### config.mk
export PLATFORM = sky130hd
export DESIGN_NAME = sram_port_host
export DESIGN_NICKNAME = d
export VERILOG_FILES = /design/src/verilog/sram_port_host.v
export VERILOG_INCLUDE_DIRS = /design/src /design/src/verilog
export SDC_FILE = /design/constraint.sdc
export NUM_CORES = 1
export LEC_CHECK = 0
export BUFFER_PORTS_ARGS = -buffer_cell sky130_fd_sc_hd__buf_2
export CAP_MARGIN = 30
export CORE_MARGIN = 4
export CORE_UTILIZATION = 45
export CTS_CLUSTER_SIZE = 10
export DETAILED_ROUTE_END_ITERATION = 10
export PLACE_DENSITY = 0.66
export SLEW_MARGIN = 10
export SYNTH_ARGS = -nofsm -noshare
export SYNTH_HDL_FRONTEND = slang
export SYNTH_SLANG_ARGS = --single-unit
### constraint.sdc
create_clock -name core_clk -period 2.5 [get_ports core_clk]
set_clock_uncertainty 0.15 [all_clocks]
set_input_delay 0.25 -clock core_clk [delete_from_list [all_inputs] [get_ports core_clk]]
set_output_delay 0.25 -clock core_clk [all_outputs]
set_load 0.01 [all_outputs]
### src/verilog/sram_port_defs.vh
// constants for the dual-port sram port host controller
// assumes a 25 MHz core clock (40 ns period)
`ifndef SRAM_PORT_DEFS_VH
`define SRAM_PORT_DEFS_VH
// ***********************************
// timing figures in ns, and cycles
// ***********************************
`define CLK_PERIOD_NS 40
`define SELECT_TO_WRITE_END_NS 30
`define ADDR_TO_WRITE_END_NS 30
`define DATA_SETUP_TO_WRITE_END_NS 25
`define DATA_HOLD_AFTER_WRITE_NS 0
`define WRITE_RECOVERY_NS 0
`define WRITE_TO_FLOAT_NS 15
`define FLAG_WRITE_TO_READ_NS 10
`define READ_CYCLE_NS 35
`define OE_ACCESS_NS 20
`define OUT_HIGHZ_NS 15
`define CDIV_UP(t) (((t) + `CLK_PERIOD_NS - 1) / `CLK_PERIOD_NS)
`define CMAX1(a) (((a) < 1) ? 1 : (a))
// write strobe width: float plus data setup, at least one cycle
`define WRITE_PULSE_CYC `CMAX1(`CDIV_UP(`WRITE_TO_FLOAT_NS + `DATA_SETUP_TO_WRITE_END_NS))
`define READ_ACCESS_CYC `CMAX1(`CDIV_UP(`READ_CYCLE_NS))
`define RECOVERY_CYC `CMAX1(`CDIV_UP(`WRITE_RECOVERY_NS))
`define FLAG_GAP_CYC `CMAX1(`CDIV_UP(`FLAG_WRITE_TO_READ_NS))
`define TURN_CYC `CMAX1(`CDIV_UP(`OUT_HIGHZ_NS))
`endif

### src/verilog/sram_port_host.v
// host controller driving one port of an asynchronous dual-port static ram
// assumes the ram port pins are wired straight to this module and data pins
// are resolved from data_oe outside
//
// What this block does
// - hold read/write high through reads
// - address valid before select falls
// - each flag read gets own select
// - select combination held for whole access
// - address changes only with rw high
// - address held after strobe ends
// - select asserted 30 ns before write end
// - address valid 30 ns before write end
// - data 25 ns setup, 0 ns hold
// - own drivers off while ram drives
// - oe low: stretch write pulse
// - oe high, write pulse still sized for float plus setup
// - wait 10 ns write-to-read on flag
// - flag race winner not relied upon
`timescale 1ns/1ps
`default_nettype none
`include "sram_port_defs.vh"
module sram_port_host #(
  parameter AW = 12, // address width
  parameter DW = 16 // data width
) (
  input wire core_clk,
  input wire reset_n,
  input wire clk_en,
  input wire req_valid, // request strobe, same clock
  input wire req_write, // 1 write, 0 read
  input wire req_flag, // 1 semaphore flag, 0 array
  input wire [1:0] req_lanes, // bit1 upper, bit0 lower lane enables
  input wire [AW-1:0] req_addr,
  input wire [DW-1:0] req_wdata,
  output reg req_ready_r, // idle and accepting
  output reg rsp_valid_r, // one-cycle read answer / write done
  output reg [DW-1:0] rsp_rdata_r,
  output reg [AW-1:0] addr_r,
  output reg port_select_n_r,
  output reg flag_select_n_r,
  output reg upper_lane_sel_n_r,
  output reg lower_lane_sel_n_r,
  output reg rw_r, // 1 read, 0 write
  output reg out_enable_n_r,
  output reg [DW-1:0] data_out_r,
  output reg data_oe_r, // high while we drive data pins
  input wire [DW-1:0] data_in // pin data from ram
);
  // ***********************************
  // states and timing
  // ***********************************
  localparam [5:0] S_IDLE = 6'h01; // waiting for request
  localparam [5:0] S_RACC = 6'h02; // read access
  localparam [5:0] S_WSET = 6'h04; // rw and select fall together
  localparam [5:0] S_WSTB = 6'h08; // write strobe active
  localparam [5:0] S_REC = 6'h10; // recovery, lines high
  localparam [5:0] S_GAP = 6'h20; // turnaround / flag gap
  // cycle counts are worked out as integers, then cut to the counter width;
  // counts above 15 would need a wider counter
  localparam integer RD_CYC_I = `READ_ACCESS_CYC;
  localparam integer WR_CYC_I = `WRITE_PULSE_CYC;
  localparam integer REC_CYC_I = `RECOVERY_CYC;
  localparam integer GAP_CYC_I = (`FLAG_GAP_CYC > `TURN_CYC) ? `FLAG_GAP_CYC : `TURN_CYC;
  localparam [3:0] RD_CYC = RD_CYC_I[3:0];
  localparam [3:0] WR_CYC = WR_CYC_I[3:0];
  localparam [3:0] REC_CYC = REC_CYC_I[3:0];
  localparam [3:0] GAP_CYC = GAP_CYC_I[3:0];

  reg [5:0] state_r; // one-hot state
  reg addr_flag_r; // current access targets the flag space
  reg [3:0] cnt_r; // cycle counter within state
  reg was_write_r; // last access was a write
  reg [DW-1:0] din_s1_r; // pin sync first stage
  reg [DW-1:0] din_s2_r; // pin sync second stage

  // ***********************************
  // data pin synchroniser
  // ***********************************
  // data pins are asynchronous to us, so two stages before use
  always @(posedge core_clk or negedge reset_n) begin
    if (!reset_n) begin
      din_s1_r <= {DW{1'b0}};
      din_s2_r <= {DW{1'b0}};
    end else if (clk_en) begin
      din_s1_r <= data_in;
      din_s2_r <= din_s1_r;
    end
  end

  // ***********************************
  // port sequencer
  // ***********************************
  // every pin is a flop; all selects return high between accesses so each
  // flag read gets its own select edge
  always @(posedge core_clk or negedge reset_n) begin
    if (!reset_n) begin
      state_r <= S_IDLE;
      cnt_r <= 4'h0;
      was_write_r <= 1'b0;
      req_ready_r <= 1'b0;
      rsp_valid_r <= 1'b0;
      rsp_rdata_r <= {DW{1'b0}};
      addr_r <= {AW{1'b0}};
      port_select_n_r <= 1'b1;
      flag_select_n_r <= 1'b1;
      upper_lane_sel_n_r <= 1'b1;
      lower_lane_sel_n_r <= 1'b1;
      rw_r <= 1'b1;
      out_enable_n_r <= 1'b1;
      data_out_r <= {DW{1'b0}};
      data_oe_r <= 1'b0;
    end else if (clk_en) begin
      rsp_valid_r <= 1'b0;
      case (state_r)
        S_IDLE: begin
          req_ready_r <= 1'b1;
          if (req_valid && req_ready_r) begin
            req_ready_r <= 1'b0;
            // address moves only while rw and selects are high
            addr_r <= req_addr;
            upper_lane_sel_n_r <= req_flag | ~req_lanes[1];
            lower_lane_sel_n_r <= req_flag | ~req_lanes[0];
            was_write_r <= req_write;
            cnt_r <= 4'h0;
            if (req_write) begin
              // oe stays high on writes; the pulse is still sized for float plus setup
              // rw stays high this cycle: it must not move with the address
              data_out_r <= req_wdata;
              state_r <= S_WSET;
            end else begin
              // selects fall one cycle after address was driven
              state_r <= S_RACC;
            end
          end
        end
        S_WSET: begin
          // rw and select fall on one edge, so the ram floats its outputs;
          // an extra rw-first cycle would only lengthen every write
          rw_r <= 1'b0;
          // data driven only once ram is forced to float
          port_select_n_r <= addr_flag_r ? 1'b1 : 1'b0;
          flag_select_n_r <= addr_flag_r ? 1'b0 : 1'b1;
          data_oe_r <= 1'b1;
          state_r <= S_WSTB;
        end
        S_WSTB: begin
          // strobe held long enough for select, address and data setup,
          // even covering a float-plus-setup stretch
          if (cnt_r == WR_CYC - 4'h1) begin
            rw_r <= 1'b1; // rising rw ends the write; selects rise after
            cnt_r <= 4'h0;
            state_r <= S_REC;
          end else begin
            cnt_r <= cnt_r + 4'h1;
          end
        end
        S_RACC: begin
          port_select_n_r <= addr_flag_r;
          flag_select_n_r <= ~addr_flag_r;
          out_enable_n_r <= 1'b0;
          if (cnt_r == RD_CYC + 4'h2) begin
            // two extra cycles let data cross the synchroniser
            rsp_rdata_r <= din_s2_r;
            rsp_valid_r <= 1'b1;
            cnt_r <= 4'h0;
            state_r <= S_REC;
          end else begin
            cnt_r <= cnt_r + 4'h1;
          end
        end
        S_REC: begin
          // address and data held here after strobe ends
          port_select_n_r <= 1'b1;
          flag_select_n_r <= 1'b1;
          out_enable_n_r <= 1'b1;
          if (cnt_r == REC_CYC - 4'h1) begin
            data_oe_r <= 1'b0;
            upper_lane_sel_n_r <= 1'b1;
            lower_lane_sel_n_r <= 1'b1;
            if (was_write_r)
              rsp_valid_r <= 1'b1;
            cnt_r <= 4'h0;
            state_r <= S_GAP;
          end else begin
            cnt_r <= cnt_r + 4'h1;
          end
        end
        S_GAP: begin
          // covers flag write-to-read gap and ram output turn-off
          if (cnt_r == GAP_CYC - 4'h1) begin
            cnt_r <= 4'h0;
            req_ready_r <= 1'b1;
            state_r <= S_IDLE;
          end else begin
            cnt_r <= cnt_r + 4'h1;
          end
        end
        default: begin
          state_r <= S_IDLE;
        end
      endcase
    end
  end

  // ***********************************
  // access target latch
  // ***********************************
  // flag grant outcome is read back as data; racing ports are not assumed
  // to win in any order
  // latched once at accept so the select pair cannot change mid access,
  // even if the requester moves req_flag while we are busy
  always @(posedge core_clk or negedge reset_n) begin
    if (!reset_n)
      addr_flag_r <= 1'b0;
    else if (clk_en && state_r == S_IDLE && req_valid && req_ready_r)
      addr_flag_r <= req_flag;
  end
endmodule // sram_port_host
`default_nettype wire

# Word level (Yosys, flattened, before mapping)

Cells that the tools add are included.

$add $sub $neg: 1
Multiply operators: 0
Div/mod/pow operators: 0
$lt $le $gt $ge: 0
Equal/unequal tests: 12
Shift-type cells: 0
Muxes and demuxes: 30
Bitwise gates (word level): 5
Reduce and logical (&&, ||, !) cells: 24

Operators with widths:

| cell                                                 | number |
|---|---|
| case mux 6 bit (6 select lines)                      | 1 |
| two-way mux 6 bit                                    | 5 |
| AND reduction 3 bit                                  | 6 |
| case mux 1 bit (2 select lines)                      | 7 |
| two-way mux 4 bit                                    | 3 |
| case mux 4 bit (3 select lines)                      | 1 |
| two-way mux 1 bit                                    | 10 |
| inequality test 2 bit (second input constant)        | 5 |
| nonzero test 2 bit                                   | 5 |
| AND reduction 4 bit                                  | 2 |
| equality test 6 x 1 -> 1 bit (second input constant) | 1 |
| equality test 6 x 2 -> 1 bit (second input constant) | 1 |
| equality test 6 x 3 -> 1 bit (second input constant) | 1 |
| equality test 6 x 4 -> 1 bit (second input constant) | 1 |
| equality test 6 x 5 -> 1 bit (second input constant) | 1 |
| equality test 6 bit (second input constant)          | 1 |
| case mux 1 bit (3 select lines)                      | 2 |
| AND reduction 6 bit                                  | 1 |
| nonzero test 3 bit                                   | 2 |
| adder 4 x 1 -> 4 bit (second input constant)         | 1 |
| equality test 4 x 2 -> 1 bit (second input constant) | 1 |
| logical AND 1 bit                                    | 4 |
| zero test 4 bit                                      | 1 |
| AND reduction 2 bit                                  | 2 |
| other kinds (4)                                      | 7 |

Register bits: 97
Bits in latches: 0
Bits in writable memories: 0
Bits in read-only memories: 0
Input port bits: 52
Output and inout bits: 53
Logic and storage cells: 90
Memories: 0

# Longest topological paths before layout

Gate-level depths: netlist of the first run.

Word-level depth: 4
Gate-level depth with buffers: 8
Depth with buffers taken out: 7

# Worst setup path before layout of the first run

Ideal clock, no wire load.

Kind: register to register
From: reg cnt_r[0]
To: reg state_r[1]
Library setup time: 0.128 ns
Arrival time: 1.764 ns
Data required time: 2.222 ns
Slack: 0.458 ns
Stages on the path, launching flop included: 8
Path buffers: 0
Clock period less this slack: 2.042 ns
Path through: dfrtp_1 inv_1 ha_1 or3b_1 nand3_1 a2bb2oi_2 nand3_2 mux2_1

Word-level cells in the longest chain between the ends: 3
Elaborated cells between the ends (all ways): 7
Classes of those cells: 5 x eq/ne; 2 x reduce/logical

Ends and longest elaborated chain:

| what                                                                   | line                 | text |
|---|---|---|
| start: declaration                                                     | sram_port_host.v:72  | `reg [3:0] cnt_r;` |
| start signal: assignment                                               | sram_port_host.v:155 | `cnt_r <= cnt_r + 4'h1;` |
| start signal: assignment                                               | sram_port_host.v:169 | `cnt_r <= cnt_r + 4'h1;` |
| start signal: assignment                                               | sram_port_host.v:186 | `cnt_r <= cnt_r + 4'h1;` |
| equality test 4 x 2 -> 1 bit / zero test 4 bit (equally long branches) | -                    |  |
| inequality test 2 bit (no source line)                                 | -                    |  |
| AND reduction 6 bit (no source line) (*)                               | -                    |  |
| end signal: assignment                                                 | sram_port_host.v:153 | `state_r <= S_REC;` |
| end signal: assignment                                                 | sram_port_host.v:167 | `state_r <= S_REC;` |
| end signal: assignment                                                 | sram_port_host.v:184 | `state_r <= S_GAP;` |
| end: declaration                                                       | sram_port_host.v:70  | `reg [5:0] state_r;` |

Mark *: on every way between the ends. The rest lies on a longest branch, timed or not.
A chain may end at the register's enable or synchronous reset.

# Worst setup path in the final report of the first run

Same ends and word-level chain as after synthesis.

==> key figures, run 1 <==
Run status
  – Status: finished, final reports clean

Yosys
  – Post-synth EDFFs: 0
  – Async SR Flop Fraction: 100.0%
  – Syn Nets: 383
  – Number of synthesized register bits: 97
  – Synth Flop Type: dfrtp_1
  – Yosys cell types: 52
  – Syn_area_per_cell: 12.64 um2
  – Netlist Area Pre-Place: 4158 um2
  – Sequential area share after synthesis: 58.59%
  – YS warnings: 0
  – Syn Inst Count: 329

Pwr
  – Clock Power Share: 20.9%
  – Pwr per Cell Area: 981.3 nW/um2
  – Lkg Pwr: 0.002717 uW
  – Seq pwr share: 45.2%
  – Pwr Total: 5339 uW
  – Combinational power share: 33.9%
  – Sw power: 1803 uW
  – Internal: 3535 uW
  – Worst vdd ir: 0.5303 mV
  – Sw Share: 33.78%

Timing
  – Final worst slack: 0.2743 ns
  – RSZ-0062 raised after global routing: false
  – Sum of negative setup slack: 0 ns
  – Pins over their slew limit: 0
  – Slew HR: 60.40%
  – Final hold vios: 0
  – Final period util: 89.03%
  – Min cycle time layout: 2.226 ns
  – Peak Freq: 449.3 MHz
  – Actual slew at the worst max-slew pin: 0.5940 ns
  – Final setup fails: 0

Clock network
  – CTS Buf Count: 9
  – Clk sinks: 97
  – CTS HTree Levels: 3
  – Max Root-Sink Buffers: 2
  – Clock-pin slew on the worst setup and hold paths: 0.10 ns
  – CTS tree: yes
  – CTS resizes: 0
  – Clock Latency Late Sink: 0.35 ns
  – CTS root buf: clkbuf_8

Route
  – Vias per cell: 5.015
  – Residual DRC: 0
  – DRT Pass-1 Iters: 4
  – DR iter-0 viols: 103
  – Final WL: 8871 um
  – Detail Route Antenna Nets: 0
  – Vias: 2954
  – WL/cell: 15.06 um

Worst setup path
  – Critical Path Start Type: register
  – Worst r2r path cells: 7
  – CP Max Fanout: 6
  – Crit path DAT: 2.30 ns
  – Crit path capture type: register
  – Critical path class: reg2reg
  – WP data required: 2.58 ns
  – R2r setup slk: 0.27 ns

Die
  – Row count: 34
  – IO Pins: 105
  – Starting Density: 46.99%
  – Die area: 10840 um2
  – Core area: 8848 um2
  – Chip Width: 104.1 um
  – Die height: 104.1 um

Global route
  – Gr ovfl total: 0
  – Vias in the first global route: 3135
  – GR Util All Layers: 17.02%
  – Initial antenna violation count: 0
  – Largest net degree at the start of global routing: 54
  – First-pass GRT wire length: 15070 um

Cells and area
  – Layout Nets: 532
  – Register area: 2436 um2
  – Filler cells: 717
  – Area Growth Syn to Fin: 30.85%
  – Ant. Diodes: 0
  – Most frequent cells in the layout: 103 x buf_2, 90 x dfrtp_1, 60 x mux2_2
  – Commonest non-fill, non-tap cell in the layout: buf_2
  – Finished Cell Area: 5440 um2
  – Area of the multi-input gates: 1600 um2
  – Final core utilization: 61.48%
  – Layout cells sized above 1: 42.62%

Placed design
  – Placed Area: 4767 um2
  – Place WS: 0.3010 ns
  – # port buffers: 104
  – Routability Congestion: 0.8398
  – Dpl hpwl: 5978 um

Run
  – Maxcap violations: 0

Worst hold path
  – Hold Path Stages: 3
  – HP Class: in2reg
cells in the mapped netlist, types with 3 or more instances:
library cell / instances / area [um2]
a21oi_1: 4 / 20.02
and3_1: 3 / 18.77
buf_2: 7 / 35.03
buf_6: 3 / 33.78
clkbuf_1: 4 / 15.01
dfrtp_1: 90 / 2252
dfstp_2: 7 / 183.9
inv_1: 6 / 22.52
mux2_2: 60 / 675.7
mux2_4: 9 / 135.1
mux2i_1: 3 / 30.03
nand2_1: 50 / 187.7
nand2b_1: 3 / 18.77
nand3_1: 7 / 35.03
nor2_1: 14 / 52.55
nor3_1: 4 / 20.02
o21ai_0: 13 / 65.06
xor2_1: 3 / 26.28
power groups by stage:
stage	combinational [uW]	sequential, uW	clock (uW)
2_1_floorplan	1150	2440	0
3_3_place_gp	1740	2410	0
3_5_place_dp	1770	2430	0
4_1_cts	1830	2410	1150
5_1_grt	2020	2480	1210
6_report	1810	2410	1120
state kept, by name, indices dropped and copies added (netlist names), 4 cells and up:
signal,count
cnt_r,4
state_r,6
din_s1_r,16
rsp_rdata_r,16
addr_r,12
data_out_r,16
din_s2_r,16
worst max-delay path, cell delays in order (launching register included):
cell	delay [ns]
dfrtp_1	0.43
inv_1	0.07
ha_1	0.15
or3b_1	0.41
nand3_1	0.12
a2bb2oi_2	0.19
nand3_2	0.20
mux2_1	0.38
what timing repair did:
action,in CTS,in global routing
buffers inserted,0,0
hold buffers,46,0
hold endpoints to repair,85,0
per-layer routing:
layer	vias to the layer above	wire (um)	track usage (%)
li1	1425	-	-
met1	1431	3807	21.23
met2	78	4502	28.88
met3	20	331	2.980
met4	0	229	7.787
met5	-	0	0
cells by family after synthesis:
| group | share of synthesized area, % |
|---|---|
| simple gates | 11.47 |
| fa+ha+maj | 0.6018 |
| flops | 58.59 |
| buf+inv | 2.919 |
| compound gates | 5.086 |
| xor+xnor | 0.8428 |
| mux | 20.49 |
worst paths after layout:
kind	from	end
setup / recovery	cnt_r[0]	state_r[1]
hold reg to reg	addr_r[11]	addr_r[11]
hold / removal	req_write	state_r[2]
setup reg to reg	cnt_r[0]	state_r[1]
min in group asynchronous	reset_n	state_r[3]
max in group asynchronous	reset_n	lower_lane_sel_n_r
area by class of cell:
type	instances	area share [%]
well taps	108	2.484
inverters	6	0.4140
repair buffers	155	19.00
multi-input cells	209	29.42
clock inverters	5	1.633
clock buffers	9	2.277
flip-flops and latches	97	44.78
metrics by stage:
stage | hold WS, ns | instances
global placement | 0.1471 | 529
detailed placement | 0.1588 | 529
finish | 0.01478 | 589
CTS | 0.007018 | 589
global route | 0.03193 | 589
floorplan | -0.1956 | 329
Power figures use the tool's default switching activity.
==> run 2, diff against run 1 <==
--- a/config.mk
+++ b/config.mk
@@ -13,6 +13,7 @@
 export CTS_CLUSTER_SIZE = 10
 export DETAILED_ROUTE_END_ITERATION = 10
 export PLACE_DENSITY = 0.66
+export REMOVE_ABC_BUFFERS = 1
 export SLEW_MARGIN = 10
 export SYNTH_ARGS = -nofsm -noshare
 export SYNTH_HDL_FRONTEND = slang
==> run 2 against run 1 <==
Against the previous run:
- count of clock-buffer cells in the layout stayed put
- maximum frequency rose by 0.40%
- via count rose by 2.8%
- final area decreased by 0.16%
- clock power shrank 11%
- register-to-register slack about the same
- setup slack gained 0.0089 ns
- sequential power about the same
- critical path type unchanged
- largest power group unchanged
- highest routed layer unchanged
==> key figures, run 2 (same netlist as run 1, synthesis figures left out) <==
Run status
  – Status: finished, final reports clean (unchanged)

Worst setup path
  – CP Max Fanout: 6 (unchanged)
  – Crit-path max cell delay: 0.43 ns (about the same)
  – Worst R2R Start: cnt_r[0] (unchanged)
  – Critical Path Start Type: register (unchanged)
  – Critical Path Source: cnt_r[0] (unchanged)
  – WP data required: 2.58 ns (about the same)
  – Critical path's slowest cell: dfrtp_1 (unchanged)
  – Crit path DAT: 2.29 ns (was 2.30 ns)
  – Critical path class: reg2reg (unchanged)
  – Critical path buffers and inverters: 1 (unchanged)
  – Crit-path cells: inv_1 > ha_1 > or3b_1 > nand3_1 > a2bb2oi_2 > nand3_2 > mux2_1 (unchanged)
  – R2r setup slk: 0.28 ns (was 0.27 ns)
  – Crit path capture type: register (unchanged)
  – Critical path's top delay family: simple AND/OR/NAND/NOR gates (unchanged)
  – End of the worst register-to-register path: state_r[1] (unchanged)
  – Worst r2r path cells: 7 (unchanged)

Route
  – Residual DRC: 0 (unchanged)
  – Final WL: 8998 um (was 8871 um)
  – Max layer used: met4 (unchanged)
  – WL met3: 488 um (was 331 um)
  – Detail Route Antenna Nets: 0 (unchanged)
  – Met2 wire length: 4778 um (was 4502 um)
  – Met1 WL: 3521 um (was 3807 um)
  – Vias per cell: 5.130 (was 5.015)
  – Vias: 3037 (was 2954)
  – WL/cell: 15.20 um (was 15.06 um)
  – DRT Pass-1 Iters: 4 (unchanged)
  – DR iter-0 viols: 166 (was 103)

Cells and area
  – Commonest non-fill, non-tap cell in the layout: buf_2 (unchanged)
  – Filler cells: 709 (was 717)
  – Layout cells sized above 1: 42.98% (was 42.62%)
  – Most frequent cells in the layout: 103 x buf_2, 90 x dfrtp_1, 60 x mux2_2 (unchanged)
  – Area Growth Syn to Fin: 30.63% (was 30.85%)
  – Final core utilization: 61.38% (was 61.48%)
  – Ant. Diodes: 0 (unchanged)
  – Layout Nets: 534 (was 532)

Clock network
  – Max Root-Sink Buffers: 2 (unchanged)
  – CTS root buf: clkbuf_8 (unchanged)
  – CTS HTree Levels: 3 (unchanged)
  – Clock Latency Late Sink: 0.34 ns (was 0.35 ns)
  – Clock-pin slew on the worst setup and hold paths: 0.09 ns (was 0.10 ns)
  – Clk sinks: 97 (unchanged)
  – CTS resizes: 0 (unchanged)
  – CTS Buf Count: 9 (unchanged)
  – # Post-CTS Setup Buffers: 0 (unchanged)
  – CTS tree: yes (unchanged)

Pwr
  – Clock Power Share: 19.1% (was 20.9%)
  – Lkg Pwr: 0.002715 uW (was 0.002717 uW)
  – Internal: 3439 uW (was 3535 uW)
  – Worst vdd ir: 0.5342 mV (was 0.5303 mV)
  – Combinational power share: 35.0% (was 33.9%)
  – Sw Share: 34.41% (was 33.78%)
  – Pwr per Cell Area: 965.4 nW/um2 (was 981.3 nW/um2)
  – Pwr Total: 5243 uW (was 5339 uW)
  – Sw power: 1805 uW (was 1803 uW)
  – Seq pwr share: 45.9% (was 45.2%)

Die
  – Row count: 34 (unchanged)
  – Die area: 10840 um2 (unchanged)
  – Die height: 104.1 um (unchanged)
  – Chip Width: 104.1 um (unchanged)
  – IO Pins: 105 (unchanged)
  – Starting Density: 46.99% (unchanged)
  – Core area: 8848 um2 (unchanged)

Timing
  – Final setup fails: 0 (unchanged)
  – Final period util: 88.67% (was 89.03%)
  – Actual slew at the worst max-slew pin: 0.6558 ns (was 0.5940 ns)
  – Slew HR: 56.28% (was 60.40%)
  – Sum of negative setup slack: 0 ns (unchanged)
  – Pins over their slew limit: 0 (unchanged)
  – Peak Freq: 451.1 MHz (was 449.3 MHz)
  – Final hold vios: 0 (unchanged)
  – Min cycle time layout: 2.217 ns (was 2.226 ns)
  – RSZ-0062 raised after global routing: false (unchanged)

Global route
  – Initial antenna violation count: 0 (unchanged)
  – GR Util All Layers: 17.53% (was 17.02%)
  – Vias in the first global route: 3242 (was 3135)
  – Gr ovfl total: 0 (unchanged)
  – First-pass GRT wire length: 15580 um (was 15070 um)
  – Largest net degree at the start of global routing: 55 (was 54)

Placed design
  – Routability Congestion: 0.8404 (was 0.8398)
  – Dpl hpwl: 6006 um (was 5978 um)
  – # port buffers: 104 (unchanged)

Worst hold path
  – HP Class: in2reg (unchanged)
  – Hold wc startpoint: req_write (unchanged)
  – Hold Path Stages: 3 (unchanged)
  – Hold EP: state_r[2] (unchanged)

Run
  – Maxcap violations: 0 (unchanged)
[run 2: cell types whose count changed in the layout (fill, tap and decap cells not counted)]
cell / change
bufinv_16: -1
inv_8: -1
buf_4: +2
clkinvlp_4: +1
clkinv_2: +2
[run 2: power groups by stage]
| stage | clock network [uW] | registers, uW | logic [uW] |
|---|---|---|---|
| 3_5_place_dp | 0 | 2430 | 1790 |
| 6_report | 1000 | 2410 | 1840 |
| 2_1_floorplan | 0 | 2520 | 1010 |
| 4_1_cts | 1030 | 2400 | 1850 |
| 3_3_place_gp | 0 | 2400 | 1770 |
| 5_1_grt | 1100 | 2480 | 2040 |
[run 2: worst max path at each step]
stage                     slack [ns]  depth (start not counted)             end
after floorplan                 0.35                          5  data_out_r[10]
after CTS                       0.28                          7      state_r[1]
final                           0.28                          7      state_r[1]
after global placement          0.34                          7      state_r[1]
after global routing            0.11                          5        cnt_r[2]
after detailed placement        0.31                          7      state_r[1]
[run 2: metal layers]
metal | track usage, % | vias up
met2 | 30.50 | 89
met5 | 0 | -
met3 | 3.973 | 19
li1 | - | 1432
met1 | 20.86 | 1497
met4 | 7.407 | 0
[run 2: area by class of cell]
class	instances	area (um2)	share of cell area, %
Sequential cell	97	2436	44.85
Multi-Input combinational cell	209	1600	29.46
Timing Repair Buffer	157	1049	19.30
Tap cell	108	135.1	2.488
Clock buffer	9	123.9	2.281
Clock inverter	6	65.06	1.198
Inverter	6	22.52	0.4147
[run 2: timing repair]
action,in CTS,in global routing
hold endpoints to repair,90,1
hold buffers,45,1
endpoints found under the setup margin,0,0
[run 2: worst min-delay path, cell delays in order]
cell and delay, ns:
buf_2 0.12, nand2_1 0.06, mux2i_1 0.06
[run 2: stage by stage]
step                std cells  hold WS [ns]  area, um2  worst slack, ns
detailed placement        531        0.1805       4782           0.3120
finish                    592       0.03968       5431           0.2831
global placement          531        0.1776       4782           0.3368
CTS                       591     0.0005215       5421           0.2784
floorplan                 312       -0.1956       4059           0.3495
global route              592       0.05056       5431           0.1085
==> run 3, diff against run 2 <==
--- a/config.mk
+++ b/config.mk
@@ -8,11 +8,12 @@
 export LEC_CHECK = 0
 export BUFFER_PORTS_ARGS = -buffer_cell sky130_fd_sc_hd__buf_2
 export CAP_MARGIN = 30
+export CORE_ASPECT_RATIO = 2
 export CORE_MARGIN = 4
 export CORE_UTILIZATION = 45
 export CTS_CLUSTER_SIZE = 10
 export DETAILED_ROUTE_END_ITERATION = 10
-export PLACE_DENSITY = 0.66
+export PLACE_DENSITY = 0.69
 export REMOVE_ABC_BUFFERS = 1
 export SLEW_MARGIN = 10
 export SYNTH_ARGS = -nofsm -noshare
==> run 3 against run 2 <==
Against the previous run:
- wire length increased by 3.4%
- final area increased by 0.69%
- sequential share of layout area decreased by 0.31 points
==> key figures, run 3 (same netlist as run 1, synthesis figures left out) <==
Global route
  – Largest net degree at the start of global routing: 56 (was 55)
  – GR Util All Layers: 18.08% (was 17.53%)
  – Initial antenna violation count: 0 (unchanged)
  – Gr ovfl total: 0 (unchanged)
  – First-pass GRT wire length: 15760 um (was 15580 um)
  – Vias in the first global route: 3296 (was 3242)

Cells and area
  – Area Growth Syn to Fin: 31.54% (was 30.63%)
  – Ant. Diodes: 0 (unchanged)
  – Most frequent cells in the layout: 103 x buf_2, 90 x dfrtp_1, 60 x mux2_2 (unchanged)
  – Layout cells sized above 1: 43.01% (was 42.98%)
  – Register area: 2436 um2 (unchanged)
  – Layout Nets: 529 (was 534)
  – Commonest non-fill, non-tap cell in the layout: buf_2 (unchanged)
  – Area of the multi-input gates: 1600 um2 (unchanged)
  – Filler cells: 712 (was 709)

Worst setup path
  – Critical Path Start Type: register (unchanged)
  – WP data required: 2.57 ns (was 2.58 ns)
  – Crit path DAT: 2.30 ns (was 2.29 ns)
  – Crit path capture type: register (unchanged)
  – CP Max Fanout: 6 (unchanged)
  – Critical path class: reg2reg (unchanged)

Clock network
  – CTS resizes: 0 (unchanged)
  – Clk sinks: 97 (unchanged)
  – # Post-CTS Setup Buffers: 0 (unchanged)
  – CTS Hold Bufs: 43 (was 45)
  – Clock-pin slew on the worst setup and hold paths: 0.07 ns (was 0.09 ns)
  – Max Root-Sink Buffers: 2 (unchanged)
  – CTS root buf: clkbuf_16 (was clkbuf_8)
  – CTS Buf Count: 9 (unchanged)
  – CTS tree: yes (unchanged)
  – CTS HTree Levels: 3 (unchanged)
  – Clock Latency Late Sink: 0.34 ns (about the same)

Timing
  – Final setup fails: 0 (unchanged)
  – RSZ-0062 raised after global routing: false (unchanged)
  – Final worst slack: 0.2714 ns (was 0.2831 ns)
  – Final period util: 89.15% (was 88.67%)
  – Final hold vios: 0 (unchanged)
  – Slew HR: 62.25% (was 56.28%)
  – Actual slew at the worst max-slew pin: 0.5604 ns (was 0.6558 ns)
  – Peak Freq: 448.7 MHz (was 451.1 MHz)
  – Pins over their slew limit: 0 (unchanged)
  – Sum of negative setup slack: 0 ns (unchanged)
  – Min cycle time layout: 2.229 ns (was 2.217 ns)

Placed design
  – # port buffers: 104 (unchanged)
  – Dpl hpwl: 6617 um (was 6006 um)
  – Place WS: 0.2872 ns (was 0.3120 ns)
  – Routability Congestion: 0.8187 (was 0.8404)

Route
  – Detail Route Antenna Nets: 0 (unchanged)
  – Final WL: 9304 um (was 8998 um)
  – Residual DRC: 0 (unchanged)
  – WL/cell: 16.01 um (was 15.20 um)
  – Vias per cell: 5.145 (was 5.130)
  – Vias: 2989 (was 3037)
  – DR iter-0 viols: 113 (was 166)
  – DRT Pass-1 Iters: 4 (unchanged)

Die
  – Chip Width: 75.97 um (was 104.1 um)
  – IO Pins: 105 (unchanged)
  – Core area: 9012 um2 (was 8848 um2)
  – Die area: 10930 um2 (was 10840 um2)
  – Starting Density: 46.13% (was 46.99%)
  – Row count: 49 (was 34)
  – Die height: 143.9 um (was 104.1 um)

Run status
  – Status: finished, final reports clean (unchanged)

Pwr
  – Lkg Pwr: 0.002728 uW (was 0.002715 uW)
  – Worst vdd ir: 0.6064 mV (was 0.5342 mV)
  – Pwr per Cell Area: 1015 nW/um2 (was 965.4 nW/um2)

Worst hold path
  – HP Class: in2reg (unchanged)

Run
  – Maxcap violations: 0 (unchanged)
-- run 3: cell count changes in the layout (fill, tap and decap cells not counted), sizes merged --
cell,before,now
buf,111,109
bufinv,1,0
clkinvlp,1,2
dlygate4sd3,46,43
-- run 3: routing by layer --
metal / vias to the layer above / wire length (um) / global-route usage (%)
met1: 1468 / 3290 / 18.89
met4: 0 / 299 / 9.381
met2: 78 / 5342 / 32.96
met5: - / 0 / 0
li1: 1423 / - / -
met3: 20 / 371 / 4.517
-- run 3: power breakdown --
part,internal (uW),switching [uW],total [uW],leakage (uW)
Combinational,928,921,1850,0.00139
Sequential,2050,374,2420,0.00120
Clock,682,595,1280,0.000131
Total,3660,1890,5550,0.00273
-- run 3: path summary, 6_finish.rpt --
check	startpoint	to	slack (ns)	cells past startpoint
max reg2reg	cnt_r[0]	state_r[1]	0.27	7
min reg2reg	addr_r[4]	addr_r[4]	0.32	2
max	cnt_r[0]	state_r[1]	0.27	7
min	data_in[12]	din_s1_r[12]	0.01	2
max in group asynchronous	reset_n	flag_select_n_r	1.20	3
min in group asynchronous	reset_n	addr_r[1]	0.30	2
-- run 3: per-stage QoR --
stage	total power [uW]	hold WS, ns	instances	utilization, %	cell area (um2)
2_1_floorplan	3522	-0.1956	312	-	4059
3_3_place_gp	4181	0.1171	523	52.81	4760
3_5_place_dp	4250	0.1237	523	52.81	4760
4_1_cts	5595	0.001871	581	60.68	5469
5_1_grt	5918	0.01031	581	60.68	5469
6_report	5549	0.01188	581	60.68	5469
-- run 3: final cells by class --
| class | instances | share of cell area [%] |
|---|---|---|
| multi-input cells | 209 | 29.26 |
| well taps | 102 | 2.334 |
| inverters | 6 | 0.4118 |
| flip-flops and latches | 97 | 44.54 |
| repair buffers | 152 | 18.35 |
| clock inverters | 6 | 0.9838 |
| clock buffers | 9 | 4.118 |
-- run 3: worst max-delay path, stage by stage (launching register included) --
cell	delay, ns
dfrtp_1	0.42
inv_1	0.07
ha_1	0.15
or3b_1	0.40
nand3_1	0.12
a2bb2oi_2	0.21
nand3_2	0.21
mux2_1	0.37
